File: src/include/boot_seq_defines.vh
// Constants for the boot source sequencer: mode codes, addresses, header layout.
// Assumes inclusion by bare name from every file that needs them.
`ifndef BOOT_SEQ_DEFINES_VH
`define BOOT_SEQ_DEFINES_VH

// ----------------
// Mode pin codes
// ----------------
`define M2_SKIP_BOOT_BIT     2'h0
`define M2_FLASH      2'h1
`define M2_SPI_SLAVE  2'h2
`define M2_SPI_MASTER 2'h3
`define M3_SKIP_BOOT_BIT     3'h0
`define M3_FLASH      3'h1
`define M3_RESERVED   3'h2
`define M3_SPI_MASTER 3'h3
`define M3_SPI_SLAVE  3'h4
`define M3_TWI_MEM    3'h5
`define M3_TWI_HOST   3'h6
`define M3_UART       3'h7

// Source select one-hot bit indices
`define SRC_NOB  0
`define SRC_FLS  1
`define SRC_SPIM 2
`define SRC_SPIS 3
`define SRC_TWIM 4
`define SRC_TWIS 5
`define SRC_UART 6
`define SRC_RSV  7

// ----------------
// Addresses, bank timing, configuration register
// ----------------
`define BANK0_BASE  32'h2000_0000
`define L1_BASE     32'hFFA0_0000
`define L1_ALT_BASE 32'hFFA0_8000
`define BANK_HOLD   4'h3
`define BANK_ACCESS 4'hF
`define BANK_SETUP  4'h4
`define CFG_SKIP_BIT 4

// ----------------
// Stream formats
// ----------------
`define FW_8BIT     8'h40
`define FW_16_DMA8  8'h60
`define FW_16_DMA16 8'h20
`define FCFG_NONE   2'h0
`define FCFG_8      2'h1
`define FCFG_16D8   2'h2
`define FCFG_16D16  2'h3
`define SPI_RD_CMD  8'h03
`define SPI_ADDR_BYTE 8'h00
`define SPI_FLOAT   8'hFF
`define SPI_ADDR_MAX 3'h4
`define TWI_MEM_ID  8'hA0
`define TWI_HOST_ID 8'h5F
`define TWI_START   16'h0000
`define ACK_HEAD    8'hBF
`define ACK_TAIL    8'h00
`define ACK_LAST    2'h3
`define HDR_LAST    4'h9
`define FLG_ZERO    0
`define FLG_INIT    3
`define FLG_IGNORE  4
`define FLG_FINAL   15
`define FLG_HW_HI   74
`define FLG_HW_LO   69

`endif

File: src/verilog/boot_source_sequencer.v
// Boot source sequencer: samples mode pins, picks a boot source, parses the
// block stream and writes blocks to memory, then hands over a jump address.
// Assumes byte engines for SPI slave, two-wire and UART data sit outside on
// sys_clk; the UART receive pin is raw and synchronised here.
`timescale 1ns/10ps
`include "boot_seq_defines.vh"

// Function
// Enter boot selected by dedicated mode pins; pins readable in reset config register.
// Mode 00 skips boot logic and runs from 16-bit bank 0 base.
// Two-bit codes: 01 flash, 10 SPI slave, 11 SPI master.
// Three-bit codes map none, flash, reserved, SPI master/slave, two-wire, UART.
// No-boot and flash use 16-bit packing and slowest bank timing 3/15/4; flash decode clears packing until the first byte sets it.
// Flash first byte 0x40, 0x60 or 0x20 picks width and DMA size.
// SPI master: select, read command, zero address bytes until device detected.
// SPI slave: host wait pin asserted while busy; host then holds bytes.
// Host wait pin choice taken from flag word bits 10 to 5.
// UART: measure host '@' character to derive bit rate.
// Send four-byte acknowledge 0xBF, divisor low, divisor high, 0x00.
// UART download: clear-to-send deasserted whenever host must wait.
// Two-wire memory: master, slave 0xA0, sequential reads from address 0x0000.
// Two-wire host: answer as slave 0x5F, host then downloads.
// Drop to lowest priority level, unless variant keeps reset priority.
// Software reset with skip-boot bit set jumps straight to L1 start.
// Stream is blocks, each behind a 10-byte header.
// Header: address, count, 2-byte flag; zero-fill blocks have no body.
// Init block loaded then called; boot resumes after it returns.
// After final block jump to L1 start at lowest priority.
// Mode pins captured once after reset release and held all boot.
module boot_source_sequencer (
  input  wire        sys_clk,
  input  wire        rst_n,
  input  wire [2:0]  bootModePins,
  input  wire        threeBitMode,
  input  wire        l1AltBase,
  input  wire        keepResetPrio,
  input  wire        swResetCause,
  input  wire        skipBootBit,
  output wire [15:0] systemResetConfigReg,
  output reg         lowestPrio_r,
  output reg  [3:0]  bankHold_r,
  output reg  [3:0]  bankAccess_r,
  output reg  [3:0]  bankSetup_r,
  output reg         pack16_r,
  output reg  [1:0]  flashCfg_r,
  output reg  [31:0] extRdAddr_r,
  output reg         extRdStb_r,
  input  wire        extRdAck,
  input  wire [7:0]  extRdData,
  output reg         spiBootSelect_r,
  output reg  [7:0]  spiTx_r,
  output reg         spiTxStb_r,
  input  wire        spiRxStb,
  input  wire [7:0]  spiRx,
  output reg  [2:0]  spiAddrBytes_r,
  output reg         twiEnable_r,
  output reg         twiMaster_r,
  output reg  [7:0]  twiSlaveId_r,
  output reg  [15:0] twiMemAddr_r,
  input  wire        uartRxd,
  output reg         uartTxd_r,
  output wire        uartCts,
  output reg  [15:0] baudDivisor_r,
  input  wire [7:0]  srcByte,
  input  wire        srcValid,
  output wire        srcReady,
  output wire        hostWait,
  output reg  [5:0]  hostWaitSel_r,
  output reg  [31:0] memAddr_r,
  output reg  [7:0]  memData_r,
  output reg         memWe_r,
  output reg         initCall_r,
  output reg  [31:0] initAddr_r,
  input  wire        initDone,
  output reg  [31:0] jumpAddr_r,
  output reg         jumpValid_r,
  output reg         bootError_r
);

  // ----------------
  // States
  // ----------------
  localparam [10:0] ST_CAP   = 11'h001;
  localparam [10:0] ST_DEC   = 11'h002;
  localparam [10:0] ST_BAUD  = 11'h004;
  localparam [10:0] ST_ACK   = 11'h008;
  localparam [10:0] ST_CMD   = 11'h010;
  localparam [10:0] ST_PROBE = 11'h020;
  localparam [10:0] ST_HDR   = 11'h040;
  localparam [10:0] ST_BODY  = 11'h080;
  localparam [10:0] ST_FILL  = 11'h100;
  localparam [10:0] ST_INIT  = 11'h200;
  localparam [10:0] ST_DONE  = 11'h400;

  reg  [10:0] state_r;
  reg  [2:0]  modeS1_r;
  reg  [2:0]  modeS2_r;
  reg  [2:0]  modeCap_r;
  reg  [1:0]  capCnt_r;
  reg         rxS1_r;
  reg         rxS2_r;
  reg         rxD_r;
  reg  [7:0]  srcSel_r;
  reg  [7:0]  srcNxt;
  reg         reqPend_r;
  reg         firstByte_r;
  reg  [79:0] hdrSh_r;
  reg  [3:0]  hdrCnt_r;
  reg  [31:0] blkAddr_r;
  reg  [31:0] blkCnt_r;
  reg  [15:0] flags_r;
  reg         initPend_r;
  reg         baudRun_r;
  reg  [19:0] baudCnt_r;
  reg  [16:0] bitCyc_r;
  reg  [16:0] txTick_r;
  reg  [3:0]  txBits_r;
  reg  [8:0]  txSh_r;
  reg  [1:0]  ackIdx_r;
  reg         ackLoaded_r;
  reg  [7:0]  ackByte;

  wire        isHdr    = (state_r == ST_HDR);
  wire        wantByte = isHdr | ((state_r == ST_BODY) & (blkCnt_r != 32'h0));
  wire        genSrc   = srcSel_r[`SRC_SPIS] | srcSel_r[`SRC_TWIM] |
                         srcSel_r[`SRC_TWIS] | srcSel_r[`SRC_UART];
  wire        rspStb   = srcSel_r[`SRC_FLS] ? extRdAck : spiRxStb;
  wire        byteVld  = genSrc ? (srcValid & srcReady) : (reqPend_r & rspStb);
  wire [7:0]  byteIn   = srcSel_r[`SRC_FLS]  ? extRdData :
                         srcSel_r[`SRC_SPIM] ? spiRx : srcByte;
  wire [79:0] hdrNxt   = {byteIn, hdrSh_r[79:8]};
  wire [31:0] l1Base   = l1AltBase ? `L1_ALT_BASE : `L1_BASE;
  wire        rxFall   = rxD_r & ~rxS2_r;
  wire [10:0] postState = flags_r[`FLG_INIT]  ? ST_INIT :
                          flags_r[`FLG_FINAL] ? ST_DONE : ST_HDR;
  // Index of the acknowledge byte that the next frame carries
  wire [1:0]  ackSel   = ackIdx_r + {1'b0, ackLoaded_r};

  // ----------------
  // Status and hold-off
  // ----------------
  assign systemResetConfigReg = {13'h0, modeCap_r} |
                                ({15'h0, skipBootBit} << `CFG_SKIP_BIT);
  assign srcReady = genSrc & wantByte;
  // Low whenever the block cannot take a byte, including before the acknowledge
  assign uartCts  = srcSel_r[`SRC_UART] & srcReady;
  assign hostWait = srcSel_r[`SRC_SPIS] & ~srcReady;

  // ----------------
  // Mode decode
  // ----------------
  always @* begin
    srcNxt = 8'h00;
    if (!threeBitMode) begin
      case (modeCap_r[1:0])
        `M2_SKIP_BOOT_BIT:     srcNxt[`SRC_NOB]  = 1'b1;
        `M2_FLASH:      srcNxt[`SRC_FLS]  = 1'b1;
        `M2_SPI_SLAVE:  srcNxt[`SRC_SPIS] = 1'b1;
        default:        srcNxt[`SRC_SPIM] = 1'b1;
      endcase
    end else begin
      case (modeCap_r)
        `M3_SKIP_BOOT_BIT:     srcNxt[`SRC_NOB]  = 1'b1;
        `M3_FLASH:      srcNxt[`SRC_FLS]  = 1'b1;
        `M3_RESERVED:   srcNxt[`SRC_RSV]  = 1'b1;
        `M3_SPI_MASTER: srcNxt[`SRC_SPIM] = 1'b1;
        `M3_SPI_SLAVE:  srcNxt[`SRC_SPIS] = 1'b1;
        `M3_TWI_MEM:    srcNxt[`SRC_TWIM] = 1'b1;
        `M3_TWI_HOST:   srcNxt[`SRC_TWIS] = 1'b1;
        default:        srcNxt[`SRC_UART] = 1'b1;
      endcase
    end
  end

  always @* begin
    case (ackSel)
      2'h0:    ackByte = `ACK_HEAD;
      2'h1:    ackByte = baudDivisor_r[7:0];
      2'h2:    ackByte = baudDivisor_r[15:8];
      default: ackByte = `ACK_TAIL;
    endcase
  end

  // ----------------
  // Pin synchronisers
  // ----------------
  always @(posedge sys_clk or negedge rst_n) begin
    if (!rst_n) begin
      modeS1_r <= 3'h0;
      modeS2_r <= 3'h0;
      rxS1_r   <= 1'b1;
      rxS2_r   <= 1'b1;
      rxD_r    <= 1'b1;
    end else begin
      modeS1_r <= bootModePins;
      modeS2_r <= modeS1_r;
      rxS1_r   <= uartRxd;
      rxS2_r   <= rxS1_r;
      rxD_r    <= rxS2_r;
    end
  end

  // ----------------
  // Sequencer
  // ----------------
  always @(posedge sys_clk or negedge rst_n) begin
    if (!rst_n) begin
      state_r <= ST_CAP;        modeCap_r <= 3'h0;      capCnt_r <= 2'h0;
      srcSel_r <= 8'h00;        reqPend_r <= 1'b0;      firstByte_r <= 1'b0;
      hdrSh_r <= 80'h0;         hdrCnt_r <= 4'h0;       blkAddr_r <= 32'h0;
      blkCnt_r <= 32'h0;        flags_r <= 16'h0;       initPend_r <= 1'b0;
      baudRun_r <= 1'b0;        baudCnt_r <= 20'h0;     bitCyc_r <= 17'h0;
      txTick_r <= 17'h0;        txBits_r <= 4'h0;       txSh_r <= 9'h1FF;
      ackIdx_r <= 2'h0;         ackLoaded_r <= 1'b0;    lowestPrio_r <= 1'b0;
      bankHold_r <= 4'h0;       bankAccess_r <= 4'h0;   bankSetup_r <= 4'h0;
      pack16_r <= 1'b0;         flashCfg_r <= `FCFG_NONE;
      extRdAddr_r <= 32'h0;     extRdStb_r <= 1'b0;     spiBootSelect_r <= 1'b0;
      spiTx_r <= 8'h00;         spiTxStb_r <= 1'b0;     spiAddrBytes_r <= 3'h0;
      twiEnable_r <= 1'b0;      twiMaster_r <= 1'b0;    twiSlaveId_r <= 8'h00;
      twiMemAddr_r <= 16'h0;    uartTxd_r <= 1'b1;      baudDivisor_r <= 16'h0;
      hostWaitSel_r <= 6'h0;    memAddr_r <= 32'h0;     memData_r <= 8'h00;
      memWe_r <= 1'b0;          initCall_r <= 1'b0;     initAddr_r <= 32'h0;
      jumpAddr_r <= 32'h0;      jumpValid_r <= 1'b0;    bootError_r <= 1'b0;
    end else begin
      memWe_r    <= 1'b0;
      initCall_r <= 1'b0;
      extRdStb_r <= 1'b0;
      spiTxStb_r <= 1'b0;
      // Byte fetches for sources that this block itself paces
      if (wantByte && !reqPend_r && (srcSel_r[`SRC_FLS] | srcSel_r[`SRC_SPIM])) begin
        reqPend_r  <= 1'b1;
        extRdStb_r <= srcSel_r[`SRC_FLS];
        spiTxStb_r <= srcSel_r[`SRC_SPIM];
        spiTx_r    <= `SPI_ADDR_BYTE;
      end
      if (byteVld && !genSrc && wantByte) begin
        reqPend_r   <= 1'b0;
        extRdAddr_r <= extRdAddr_r + 32'h1;
      end
      case (state_r)
        ST_CAP: begin
          // Wait for the pin synchroniser to fill, then freeze the code
          capCnt_r <= capCnt_r + 2'h1;
          if (capCnt_r == 2'h3) begin
            modeCap_r <= modeS2_r;
            state_r   <= ST_DEC;
          end
        end
        ST_DEC: begin
          srcSel_r <= srcNxt;
          if (!srcNxt[`SRC_NOB])
            lowestPrio_r <= ~keepResetPrio;
          jumpAddr_r <= l1Base;
          if (srcNxt[`SRC_NOB] | srcNxt[`SRC_FLS]) begin
            bankHold_r   <= `BANK_HOLD;
            bankAccess_r <= `BANK_ACCESS;
            bankSetup_r  <= `BANK_SETUP;
            pack16_r     <= srcNxt[`SRC_NOB];
          end
          if (swResetCause && skipBootBit && !srcNxt[`SRC_NOB]) begin
            state_r <= ST_DONE;
          end else if (srcNxt[`SRC_NOB]) begin
            jumpAddr_r <= `BANK0_BASE;
            state_r    <= ST_DONE;
          end else if (srcNxt[`SRC_RSV]) begin
            bootError_r <= 1'b1;
            state_r     <= ST_DONE;
          end else if (srcNxt[`SRC_SPIM]) begin
            spiBootSelect_r <= 1'b1;
            state_r         <= ST_CMD;
          end else if (srcNxt[`SRC_UART]) begin
            state_r <= ST_BAUD;
          end else begin
            extRdAddr_r  <= `BANK0_BASE;
            firstByte_r  <= srcNxt[`SRC_FLS];
            twiEnable_r  <= srcNxt[`SRC_TWIM] | srcNxt[`SRC_TWIS];
            twiMaster_r  <= srcNxt[`SRC_TWIM];
            twiSlaveId_r <= srcNxt[`SRC_TWIM] ? `TWI_MEM_ID : `TWI_HOST_ID;
            twiMemAddr_r <= `TWI_START;
            state_r      <= ST_HDR;
          end
        end
        ST_BAUD: begin
          // '@' holds the line low for seven bit times; the next falling edge
          // lands eight bit times after the start edge
          if (!baudRun_r) begin
            if (rxFall) begin
              baudRun_r <= 1'b1;
              baudCnt_r <= 20'h1;
            end
          end else if (rxFall) begin
            baudDivisor_r <= {3'h0, baudCnt_r[19:7]};
            bitCyc_r      <= baudCnt_r[19:3];
            ackIdx_r      <= 2'h0;
            state_r       <= ST_ACK;
          end else begin
            baudCnt_r <= baudCnt_r + 20'h1;
          end
        end
        ST_ACK: begin
          if (txBits_r == 4'h0) begin
            if (ackLoaded_r && ackIdx_r == `ACK_LAST) begin
              state_r <= ST_HDR;
            end else begin
              ackIdx_r    <= ackSel;
              ackLoaded_r <= 1'b1;
              uartTxd_r   <= 1'b0;
              txSh_r      <= {1'b1, ackByte};
              txBits_r    <= 4'hA;
              txTick_r    <= bitCyc_r;
            end
          end else if (txTick_r <= 17'h1) begin
            txTick_r  <= bitCyc_r;
            txBits_r  <= txBits_r - 4'h1;
            uartTxd_r <= txSh_r[0];
            txSh_r    <= {1'b1, txSh_r[8:1]};
          end else begin
            txTick_r <= txTick_r - 17'h1;
          end
        end
        ST_CMD: begin
          if (!reqPend_r) begin
            spiTx_r    <= `SPI_RD_CMD;
            spiTxStb_r <= 1'b1;
            reqPend_r  <= 1'b1;
          end else if (spiRxStb) begin
            reqPend_r      <= 1'b0;
            spiAddrBytes_r <= 3'h0;
            state_r        <= ST_PROBE;
          end
        end
        ST_PROBE: begin
          if (!reqPend_r) begin
            spiTx_r    <= `SPI_ADDR_BYTE;
            spiTxStb_r <= 1'b1;
            reqPend_r  <= 1'b1;
          end else if (spiRxStb) begin
            reqPend_r <= 1'b0;
            // A driven byte after the address proves the address width
            if (spiRx != `SPI_FLOAT && spiAddrBytes_r != 3'h0) begin
              hdrSh_r  <= {spiRx, hdrSh_r[79:8]};
              hdrCnt_r <= 4'h1;
              state_r  <= ST_HDR;
            end else begin
              spiAddrBytes_r <= spiAddrBytes_r + 3'h1;
              if (spiAddrBytes_r + 3'h1 == `SPI_ADDR_MAX)
                state_r <= ST_HDR;
            end
          end
        end
        ST_HDR: begin
          if (byteVld) begin
            hdrSh_r     <= hdrNxt;
            firstByte_r <= 1'b0;
            if (firstByte_r) begin
              pack16_r <= (byteIn != `FW_8BIT);
              case (byteIn)
                `FW_8BIT:     flashCfg_r <= `FCFG_8;
                `FW_16_DMA8:  flashCfg_r <= `FCFG_16D8;
                `FW_16_DMA16: flashCfg_r <= `FCFG_16D16;
                default:      flashCfg_r <= `FCFG_NONE;
              endcase
            end
            if (hdrCnt_r == `HDR_LAST) begin
              hdrCnt_r   <= 4'h0;
              blkAddr_r  <= hdrNxt[31:0];
              initAddr_r <= hdrNxt[31:0];
              blkCnt_r   <= hdrNxt[63:32];
              flags_r    <= hdrNxt[79:64];
              if (srcSel_r[`SRC_SPIS])
                hostWaitSel_r <= hdrNxt[`FLG_HW_HI:`FLG_HW_LO];
              state_r <= hdrNxt[64 + `FLG_ZERO] ? ST_FILL : ST_BODY;
            end else begin
              hdrCnt_r <= hdrCnt_r + 4'h1;
            end
          end
        end
        ST_BODY: begin
          if (blkCnt_r == 32'h0) begin
            state_r <= postState;
          end else if (byteVld) begin
            memWe_r   <= ~flags_r[`FLG_IGNORE];
            memAddr_r <= blkAddr_r;
            memData_r <= byteIn;
            blkAddr_r <= blkAddr_r + 32'h1;
            blkCnt_r  <= blkCnt_r - 32'h1;
          end
        end
        ST_FILL: begin
          if (blkCnt_r == 32'h0) begin
            state_r <= postState;
          end else begin
            memWe_r   <= 1'b1;
            memAddr_r <= blkAddr_r;
            memData_r <= 8'h00;
            blkAddr_r <= blkAddr_r + 32'h1;
            blkCnt_r  <= blkCnt_r - 32'h1;
          end
        end
        ST_INIT: begin
          if (!initPend_r) begin
            initCall_r <= 1'b1;
            initPend_r <= 1'b1;
          end else if (initDone) begin
            initPend_r <= 1'b0;
            state_r    <= flags_r[`FLG_FINAL] ? ST_DONE : ST_HDR;
          end
        end
        ST_DONE: begin
          jumpValid_r     <= ~bootError_r;
          spiBootSelect_r <= 1'b0;
        end
        default: state_r <= ST_CAP;
      endcase
    end
  end

endmodule // boot_source_sequencer

File: config.mk
export PLATFORM = sky130hd
export DESIGN_NAME = boot_source_sequencer
export DESIGN_NICKNAME = d
export VERILOG_FILES = /design/src/verilog/boot_source_sequencer.v
export VERILOG_INCLUDE_DIRS = /design/src /design/src/include
export SDC_FILE = /design/constraint.sdc
export NUM_CORES = 1
export LEC_CHECK = 0
export BUFFER_PORTS_ARGS = -buffer_cell sky130_fd_sc_hd__buf_2
export CAP_MARGIN = 10
export CORE_ASPECT_RATIO = 0.6
export CORE_UTILIZATION = 43
export CTS_CLUSTER_DIAMETER = 100
export DETAILED_ROUTE_END_ITERATION = 8
export GPL_TIMING_DRIVEN = 0
export PLACE_DENSITY = 0.64
export SETUP_SLACK_MARGIN = 0.15
export SYNTH_ARGS = -nofsm -noshare
export SYNTH_HDL_FRONTEND = slang
export SYNTH_SLANG_ARGS = --single-unit
export TNS_END_PERCENT = 100
File: constraint.sdc
create_clock -name sys_clk -period 7.4 [get_ports sys_clk]
set_input_delay 1.48 -clock sys_clk [delete_from_list [all_inputs] [get_ports sys_clk]]
set_output_delay 1.48 -clock sys_clk [all_outputs]
set_load 0.02 [all_outputs]
* Word level (Yosys, flattened, before mapping)
Cells that the tools add are included.
** Word-level totals
- Register bits :: 461
- Input port bits :: 39
- Output and inout port bits :: 238
- Word-level logic and storage cells :: 355
** Cells by class
- Add/subtract/negate cells :: 10
- $lt $le $gt $ge :: 1
- Equality and inequality tests :: 61
- Muxes and demuxes :: 152
- Bitwise logic cells :: 27
- Reduce and logical (&&, ||, !) cells :: 53
** Operator list (number)
- $mux W32 :: 22
- $mux W80 :: 4
- $mux W11 :: 21
- $pmux W32 S3 :: 2
- $pmux W80 S2 :: 1
- $pmux W11 S10 :: 1
- $mux W8 :: 9
- $add A32 B1 Y32 const B :: 2
- $pmux W32 S2 :: 1
- $mux W20 :: 3
- $ne A2 B2 Y1 const B :: 27
- $mux W17 :: 3
- $mux W1 :: 48
- $mux W4 :: 10
- $mux W9 :: 4
- $logic_not A32 Y1 :: 1
- $pmux W8 S2 :: 2
- $reduce_bool A32 Y1 :: 1
- $sub A32 B1 Y32 const B :: 1
- $pmux W8 S3 :: 1
- $add A20 B1 Y20 const B :: 1
- $reduce_and A3 Y1 :: 6
- $reduce_and A6 Y1 :: 3
- $le A17 B1 Y1 const B :: 1
- other kinds (57) :: 129

* Logic depth before layout (Yosys ltp)
Gate-level depths: netlist of run 1.
- Word-level depth :: 15
- Mapped depth :: 12
- Mapped depth without buffers :: 9

* Least setup slack after synthesis of run 1
No wires, ideal clock.
- Path type :: flip-flop to output port
- Start :: register blkCnt_r[0]
- End :: output port hostWait
- Data arrival time :: 1.996 ns
- Required time :: 5.920 ns
- Slack :: 3.924 ns
- Cell stages (with the launch flop) :: 8
- Buffers on the path :: 0
- Path through :: dfrtp_1 > inv_1 > ha_1 > or3b_2 > nor2_1 > and4_1 > o21a_1 > and2_1
** Between the ends
- Word-level cells in the longest chain between the ends :: 6
** RTL lines
- start: declaration :: RTL line boot_source_sequencer.v:110 : reg [31:0] blkCnt_r;
- start signal: assignment :: RTL line boot_source_sequencer.v:368 : blkCnt_r <= hdrNxt[63:32];
- start signal: assignment :: RTL line boot_source_sequencer.v:386 : blkCnt_r <= blkCnt_r - 32'h1;
- start signal: assignment :: RTL line boot_source_sequencer.v:397 : blkCnt_r <= blkCnt_r - 32'h1;
- $reduce_bool A32 Y1 :: RTL line boot_source_sequencer.v:124 : wire wantByte = isHdr | ((state_r == ST_BODY) & (blkCnt_r != 32'h0));
- $and A1 B1 Y1 :: RTL line boot_source_sequencer.v:124
- $or A1 B1 Y1 :: RTL line boot_source_sequencer.v:124
- $and A1 B1 Y1 :: RTL line boot_source_sequencer.v:144 : assign srcReady = genSrc & wantByte;
- $not A1 Y1 :: RTL line boot_source_sequencer.v:147 : assign hostWait = srcSel_r[`SRC_SPIS] & ~srcReady;
- $and A1 B1 Y1 :: RTL line boot_source_sequencer.v:147
- end: declaration :: RTL line boot_source_sequencer.v:67 : output wire hostWait,
Every way passes these cells.

* Worst setup path in the final report of run 1
- Start :: register blkCnt_r[0]
- End :: output port uartCts
** Between the ends
- Word-level cells in the longest chain between the ends :: 5
** RTL lines
- $reduce_bool A32 Y1 :: RTL line boot_source_sequencer.v:124
- $and A1 B1 Y1 :: RTL line boot_source_sequencer.v:124
- $or A1 B1 Y1 :: RTL line boot_source_sequencer.v:124
- $and A1 B1 Y1 :: RTL line boot_source_sequencer.v:144
- $and A1 B1 Y1 :: RTL line boot_source_sequencer.v:146 : assign uartCts = srcSel_r[`SRC_UART] & srcReady;
- end: declaration :: RTL line boot_source_sequencer.v:62 : output wire uartCts,
Every way passes these cells.

==> metrics, run 1 <==
Total Wirelength 58.7 mm; first-pass GRT wire length 92.1 mm; post-detail-place hpwl 43.0 mm; fmax 206 MHz; worst-margin pin slew 0.960 ns; Yosys cell types 79; layout cell share with drive strength beyond 1 21.0%; commonest cells in the synthesized netlist nand2_1, dfrtp_1, a21oi_1; Hold Crit Class reg -> reg; mux cell area share after synthesis 3.91%; pre-CTS setup slack 3.04 ns; Die Ht 166 um; worst clock skew 0.0181 ns; WP data required 5.92 ns; Clock Power Share 37.5%; register share of total power 42.4%; DR pass1 iterations 8; synth warn 0; critical path arrival 3.38 ns; CTS tree yes; largest family of logic cells by synthesized area simple AND/OR/NAND/NOR gates; Clock transition at path regs 0.06 ns; Startpoint Class register; total CTS buffers 38; Slew HR 35.5%; IO buf count 218; total grt overflow 0; internal power 3.85 mW; post_cts resized 0; area delta synth->final 18.0%; Tot Pwr 5.54 mW; crit end category primary output; Seq/Total Area, Yosys 50.6%; H-tree levels 2; setup TNS 0 ns; clk buf depth 3; Antenna Nets Post-Route 0; CTS root buffer clkbuf_16; Post-synth EDFFs 0; Pins Over Slew Limit 0; ranking of synthesized cells by area dfrtp_1, nand2_1, a21oi_1; vias per inst 5.53; clock sink total 387; initial core utilization 44.0%; peak supply drop 0.172 mV; floorplan row count 59; IO Pins 277; WHS 0.347 ns; initial DRC count 1657; min cycle time layout 4.86 ns; Setup-failing EPs final 0; Post-Syn Area per Cell 9.09 um^2; outcome finished with violations; fin nets 2483; drc violations 24; CTS Hold Bufs 0; Sw Share 30.5%; leak pwr 11.3 nW; GPL Wtd Cong 0.916; Post-synth ARST share 100%; Yosys top cell area share 48.8%; Final Hold Viols 0; crit-path max FO 5; failing checks design-rule violations; adder-cell share of the synthesized area 1.04%; cell taking the most area after synthesis dfrtp_1; die width 275 um; reg2reg setup slack 3.92 ns; Logic pwr share 20.1%; Main synth FF type dfrtp_1; GRT Total Usage 26.0%; Seq cells post-synth 387; CP Class reg -> out; compound-gate portion of the synthesized area 14.1%; Die ar. 45500 um^2; vias in the first global route 15900; Final Worst Setup Slack 2.54 ns; Final period util 65.7%; initial antenna violation count 0; Synth Instances 2109; Wirelength per Cell 19.3 um; Synth Area in Simple Gates 21.3%; Synth Area in XOR/XNOR 2.10%; largest net degree at the start of global routing 124; postcts setup bufs 0; clock latency on the worst-skew pair 0.55 ns; top-count cell post-synth nand2_1; Pwr Density 245 nW/um^2; RSZ-0062 raised after global routing false; Net Sw Power 1.69 mW; synthesized area 19200 um^2; max-cap violation count 0; core footprint 43600 um^2; DR vias 16800
[layout by cell type, fill, tap and decap left out, types with 22 or more instances in the layout]
master,instances
mux2_2,56
conb_1,57
clkbuf_1,81
buf_2,255
nand3_1,67
clkbuf_16,39
o22ai_1,28
nand2_1,460
or3_1,25
nand4_1,22
buf_4,94
inv_1,35
nor3_1,34
nor2_1,151
a21oi_1,181
dfrtp_1,374
o21ai_0,126
xor2_1,36
[kinds of logic after synthesis]
kind of cell             count (synthesis)
AO/OA/AOI/OAI                          455
XOR/XNOR                                46
adder cells (fa/ha/maj)                 16
buffers and inverters                  242
flip-flops                             387
multiplexers                            68
other                                    1
AND/OR/NAND/NOR                        894
[critical path, cell delays in order, from the launching register on]
cell     delay (ns)
dfrtp_1        0.41
inv_1          0.11
ha_1           0.24
or3b_2         0.53
nor2_1         0.32
and4_1         0.45
o21ai_0        0.34
and2_1         0.28
buf_2          0.16
[worst paths after layout]
path                                              end  cells past startpoint                     from
max                                           uartCts                      8  blkCnt_r[0]$_DFFE_PN0P_
min                             modeS2_r[1]$_DFF_PN0_                      0    modeS1_r[1]$_DFF_PN0_
max reg2reg                  memData_r[3]$_DFFE_PN0P_                     11  blkCnt_r[0]$_DFFE_PN0P_
min reg2reg                     modeS2_r[1]$_DFF_PN0_                      0    modeS1_r[1]$_DFF_PN0_
max in group asynchronous  initAddr_r[28]$_DFFE_PN0P_                      3                    rst_n
min in group asynchronous    lowestPrio_r$_DFFE_PN0P_                      1                    rst_n
[routing by layer]
layer | vias up | part of all wire [%] | track usage (%)
met4 | 0 | 1.8 | 6.46
met2 | 669 | 44 | 38.2
met3 | 90 | 7.2 | 4.31
met1 | 8227 | 47 | 39.4
li1 | 7800 | - | -
met5 | - | 0 | 0
[sequential cells by signal, indices dropped and copies added (netlist names), 6 cells and up]
| signal | count |
|---|---|
| extRdAddr_r | 32 |
| memData_r | 8 |
| hostWaitSel_r | 6 |
| blkCnt_r | 32 |
| blkAddr_r | 32 |
| hdrSh_r | 72 |
| txSh_r | 8 |
| memAddr_r | 32 |
| baudCnt_r | 20 |
| initAddr_r | 32 |
| state_r | 11 |
| txTick_r | 17 |
| spiTx_r | 8 |
| bitCyc_r | 17 |
| srcSel_r | 6 |
[through the flow]
stage / cell area [um^2] / util [%] / cells
CTS: 22600 / 51.8 / 3035
global route: 22600 / 51.9 / 3036
global placement: 21200 / 48.6 / 2962
floorplan: 19400 / - / 2165
finish: 22600 / 51.9 / 3037
detailed placement: 21300 / 48.8 / 2966
[power groups by stage]
stage	Sequential (mW)	Clock [mW]	Combinational [mW]
floorplan	2.41	0	0.702
global placement	2.38	0	1.08
detailed placement	2.38	0	1.10
CTS	2.35	2.11	1.11
global route	2.36	2.19	1.23
finish	2.35	2.08	1.12
[final cells by class]
cell class                 count  area [um^2]
inverter                      35          131
multi-input combinational   1536         8370
antenna                        1         2.50
tap                          579          724
buffer                       207         1200
sequential                   387         9700
fill                        4039        21000
clock inverter                12          193
timing repair buffer         223         1200
clock buffer                  57         1110
Note: power is estimated with default switching activity, not from simulation.
==> run 2, diff against run 1 <==
Settings changed: PLACE_DENSITY 0.64 to 0.66.
Clock period 7.4 ns to 4.1 ns, I/O delays scaled along.
==> run 2 against run 1 <==
The flow still finishes with violations (design-rule violations). Largest cell class unchanged. Core utilization decreased by 0.26 points. Clock-buffer cell count increased by 3. Die area unchanged. Sequential cell count unchanged. Critical path depth unchanged. Sequential power increased by 80%. Final area decreased by 0.50%. Power increased by 75%. Setup slack got worse by 2.3 ns.
==> metrics, run 2 (synthesis gave the netlist of run 1 again) <==
outcome finished with violations; failing checks design-rule violations; first-pass GRT wire length 92.9 mm (+0.88%); area occupied by multi-input gates 8370 um^2 (about the same); Final period util 94.1%; crit end category primary output; worst clock skew 0.0238 ns (+0.00561 ns); most frequent cells in the layout nand2_1, dfrtp_1, buf_2, a21oi_1, nor2_1; slowest stage delay, CP 0.53 ns (about the same); clock latency on the worst-skew pair 0.55 ns (about the same); Die ar. 45500 um^2 (unchanged); fmax 259 MHz; leak pwr 11.2 nW (-0.50%); initial antenna violation count 0 (unchanged); CTS tree yes; min cycle time layout 3.86 ns; clock sink total 387 (unchanged); fin cells 3034 (-0.099%); layout cell share with drive strength beyond 1 20.9% (-0.064 points); sequential standard cell area 9700 um^2 (unchanged); area delta synth->final 17.4%; design area 22500 um^2 (-0.50%); placed insts 2967 (+0.034%); Pins Over Slew Limit 0 (unchanged); IO buf count 218 (unchanged); n_diodes 0 (-1); GRT Total Usage 26.2% (+0.23 points); WHS 0.198 ns (-0.149 ns); die width 275 um (unchanged); peak supply drop 0.326 mV (+90%); vias per inst 5.60 (+1.3%); worst-margin pin slew 0.952 ns (-0.00773 ns); initial DRC count 1867 (+13%); DR pass1 iterations 8 (unchanged); Die Ht 166 um (unchanged); floorplan row count 59 (unchanged); core footprint 43600 um^2 (unchanged); Slowest-stage cell, CP or3b_2; CP Class reg -> out; Final Worst Setup Slack 0.243 ns (-2.29 ns); post-detail-place hpwl 43.2 mm (+0.68%); Placed Area 21300 um^2 (about the same); Setup-failing EPs final 0 (unchanged); vias in the first global route 16200 (+1.6%); Wirelength per Cell 19.4 um (+0.49%); Startpoint Class register; Total Wirelength 59.0 mm (+0.40%); total grt overflow 0 (unchanged); fillers 4050 (+0.27%); pre-CTS setup slack 0.558 ns (-2.48 ns); max-cap violation count 0 (unchanged); Slew HR 36.0% (+0.52 points); RSZ-0062 raised after global routing false; IO Pins 277 (unchanged); commonest non-fill, non-tap cell in the layout nand2_1; CTS Hold Bufs 0 (unchanged); Antenna Nets Post-Route 0 (unchanged); CTS root buffer clkbuf_16; initial core utilization 44.0% (unchanged); Final Hold Viols 0 (unchanged); Hold Crit Class in -> async; critical path arrival 3.04 ns (-0.34 ns); Reg with most FFs hdrSh_r; setup TNS 0 ns (unchanged); CP cell instances inv_1 > ha_1 > or3b_2 > nor2_2 > and4_4 > o21a_2 > and2_1 > buf_2; clk buf depth 3 (unchanged); crit-path max FO 5 (unchanged); Pwr Density 432 nW/um^2 (+76%); H-tree levels 2 (unchanged); total CTS buffers 38 (unchanged); GPL Wtd Cong 0.911 (-0.56%); max reg flops 72 (unchanged); fin nets 2483 (unchanged); WP data required 3.28 ns (-2.64 ns); drc violations 13 (-46%); largest net degree at the start of global routing 119 (-4.0%); Clock transition at path regs 0.07 ns (about the same); DR vias 17000 (+1.2%)
## run 2: final cells by class
type / instances / share of cell area [%]
clock buffers: 60 / 5.00
well taps: 579 / 3.22
flip-flops and latches: 387 / 43.1
multi-input cells: 1536 / 37.2
clock inverters: 7 / 0.283
inverters: 35 / 0.583
repair buffers: 223 / 5.34
plain buffers: 207 / 5.31
## run 2: metal layers
layer  part of all wire (%)  global-route usage [%]
met1                     46                    39.1
met2                     44                    39.5
met3                    8.2                    4.54
met4                    2.1                    6.04
met5                      0                       0
## run 2: stage by stage
step | power (mW) | util (%)
6_report | 9.72 | 51.6
5_1_grt | 10.2 | 51.6
4_1_cts | 9.77 | 51.6
3_5_place_dp | 6.30 | 48.9
3_3_place_gp | 6.24 | 48.6
2_1_floorplan | 5.61 | -
## run 2: worst paths after layout
path | slack, ns | start | to | cells past startpoint
hold reg to reg | 0.36 | modeS1_r[0]$_DFF_PN0_ | modeS2_r[0]$_DFF_PN0_ | 0
min in group sys_clk | 0.36 | modeS1_r[0]$_DFF_PN0_ | modeS2_r[0]$_DFF_PN0_ | 0
setup reg to reg | 0.53 | state_r[1]$_DFFE_PN0P_ | blkCnt_r[31]$_DFFE_PN0P_ | 7
max in group asynchronous | 2.83 | rst_n | blkCnt_r[23]$_DFFE_PN0P_ | 2
hold / removal | 0.20 | rst_n | lowestPrio_r$_DFFE_PN0P_ | 1
setup / recovery | 0.24 | blkCnt_r[0]$_DFFE_PN0P_ | hostWait | 8
## run 2: timing repair
item / in CTS / in global routing
setup buffers: 0 / 0
gates resized for setup: 3 / 2
setup endpoints to repair: 3 / 3
## run 2: power breakdown
part           switching (mW)  total (mW)  internal (mW)
Sequential              0.217        4.24           4.02
Clock                    1.51        3.46           1.95
Combinational            1.29        2.02          0.731
## run 2: worst max-delay path: cells and delay by family, from the launching register on
| kind | cells | cell delay (ns) |
|---|---|---|
| adder cells (fa/ha/maj) | 1 | 0.26 |
| flip-flops | 1 | 0.41 |
| buffers and inverters | 2 | 0.28 |
| AO/OA/AOI/OAI | 1 | 0.25 |
| AND/OR/NAND/NOR | 4 | 1.30 |
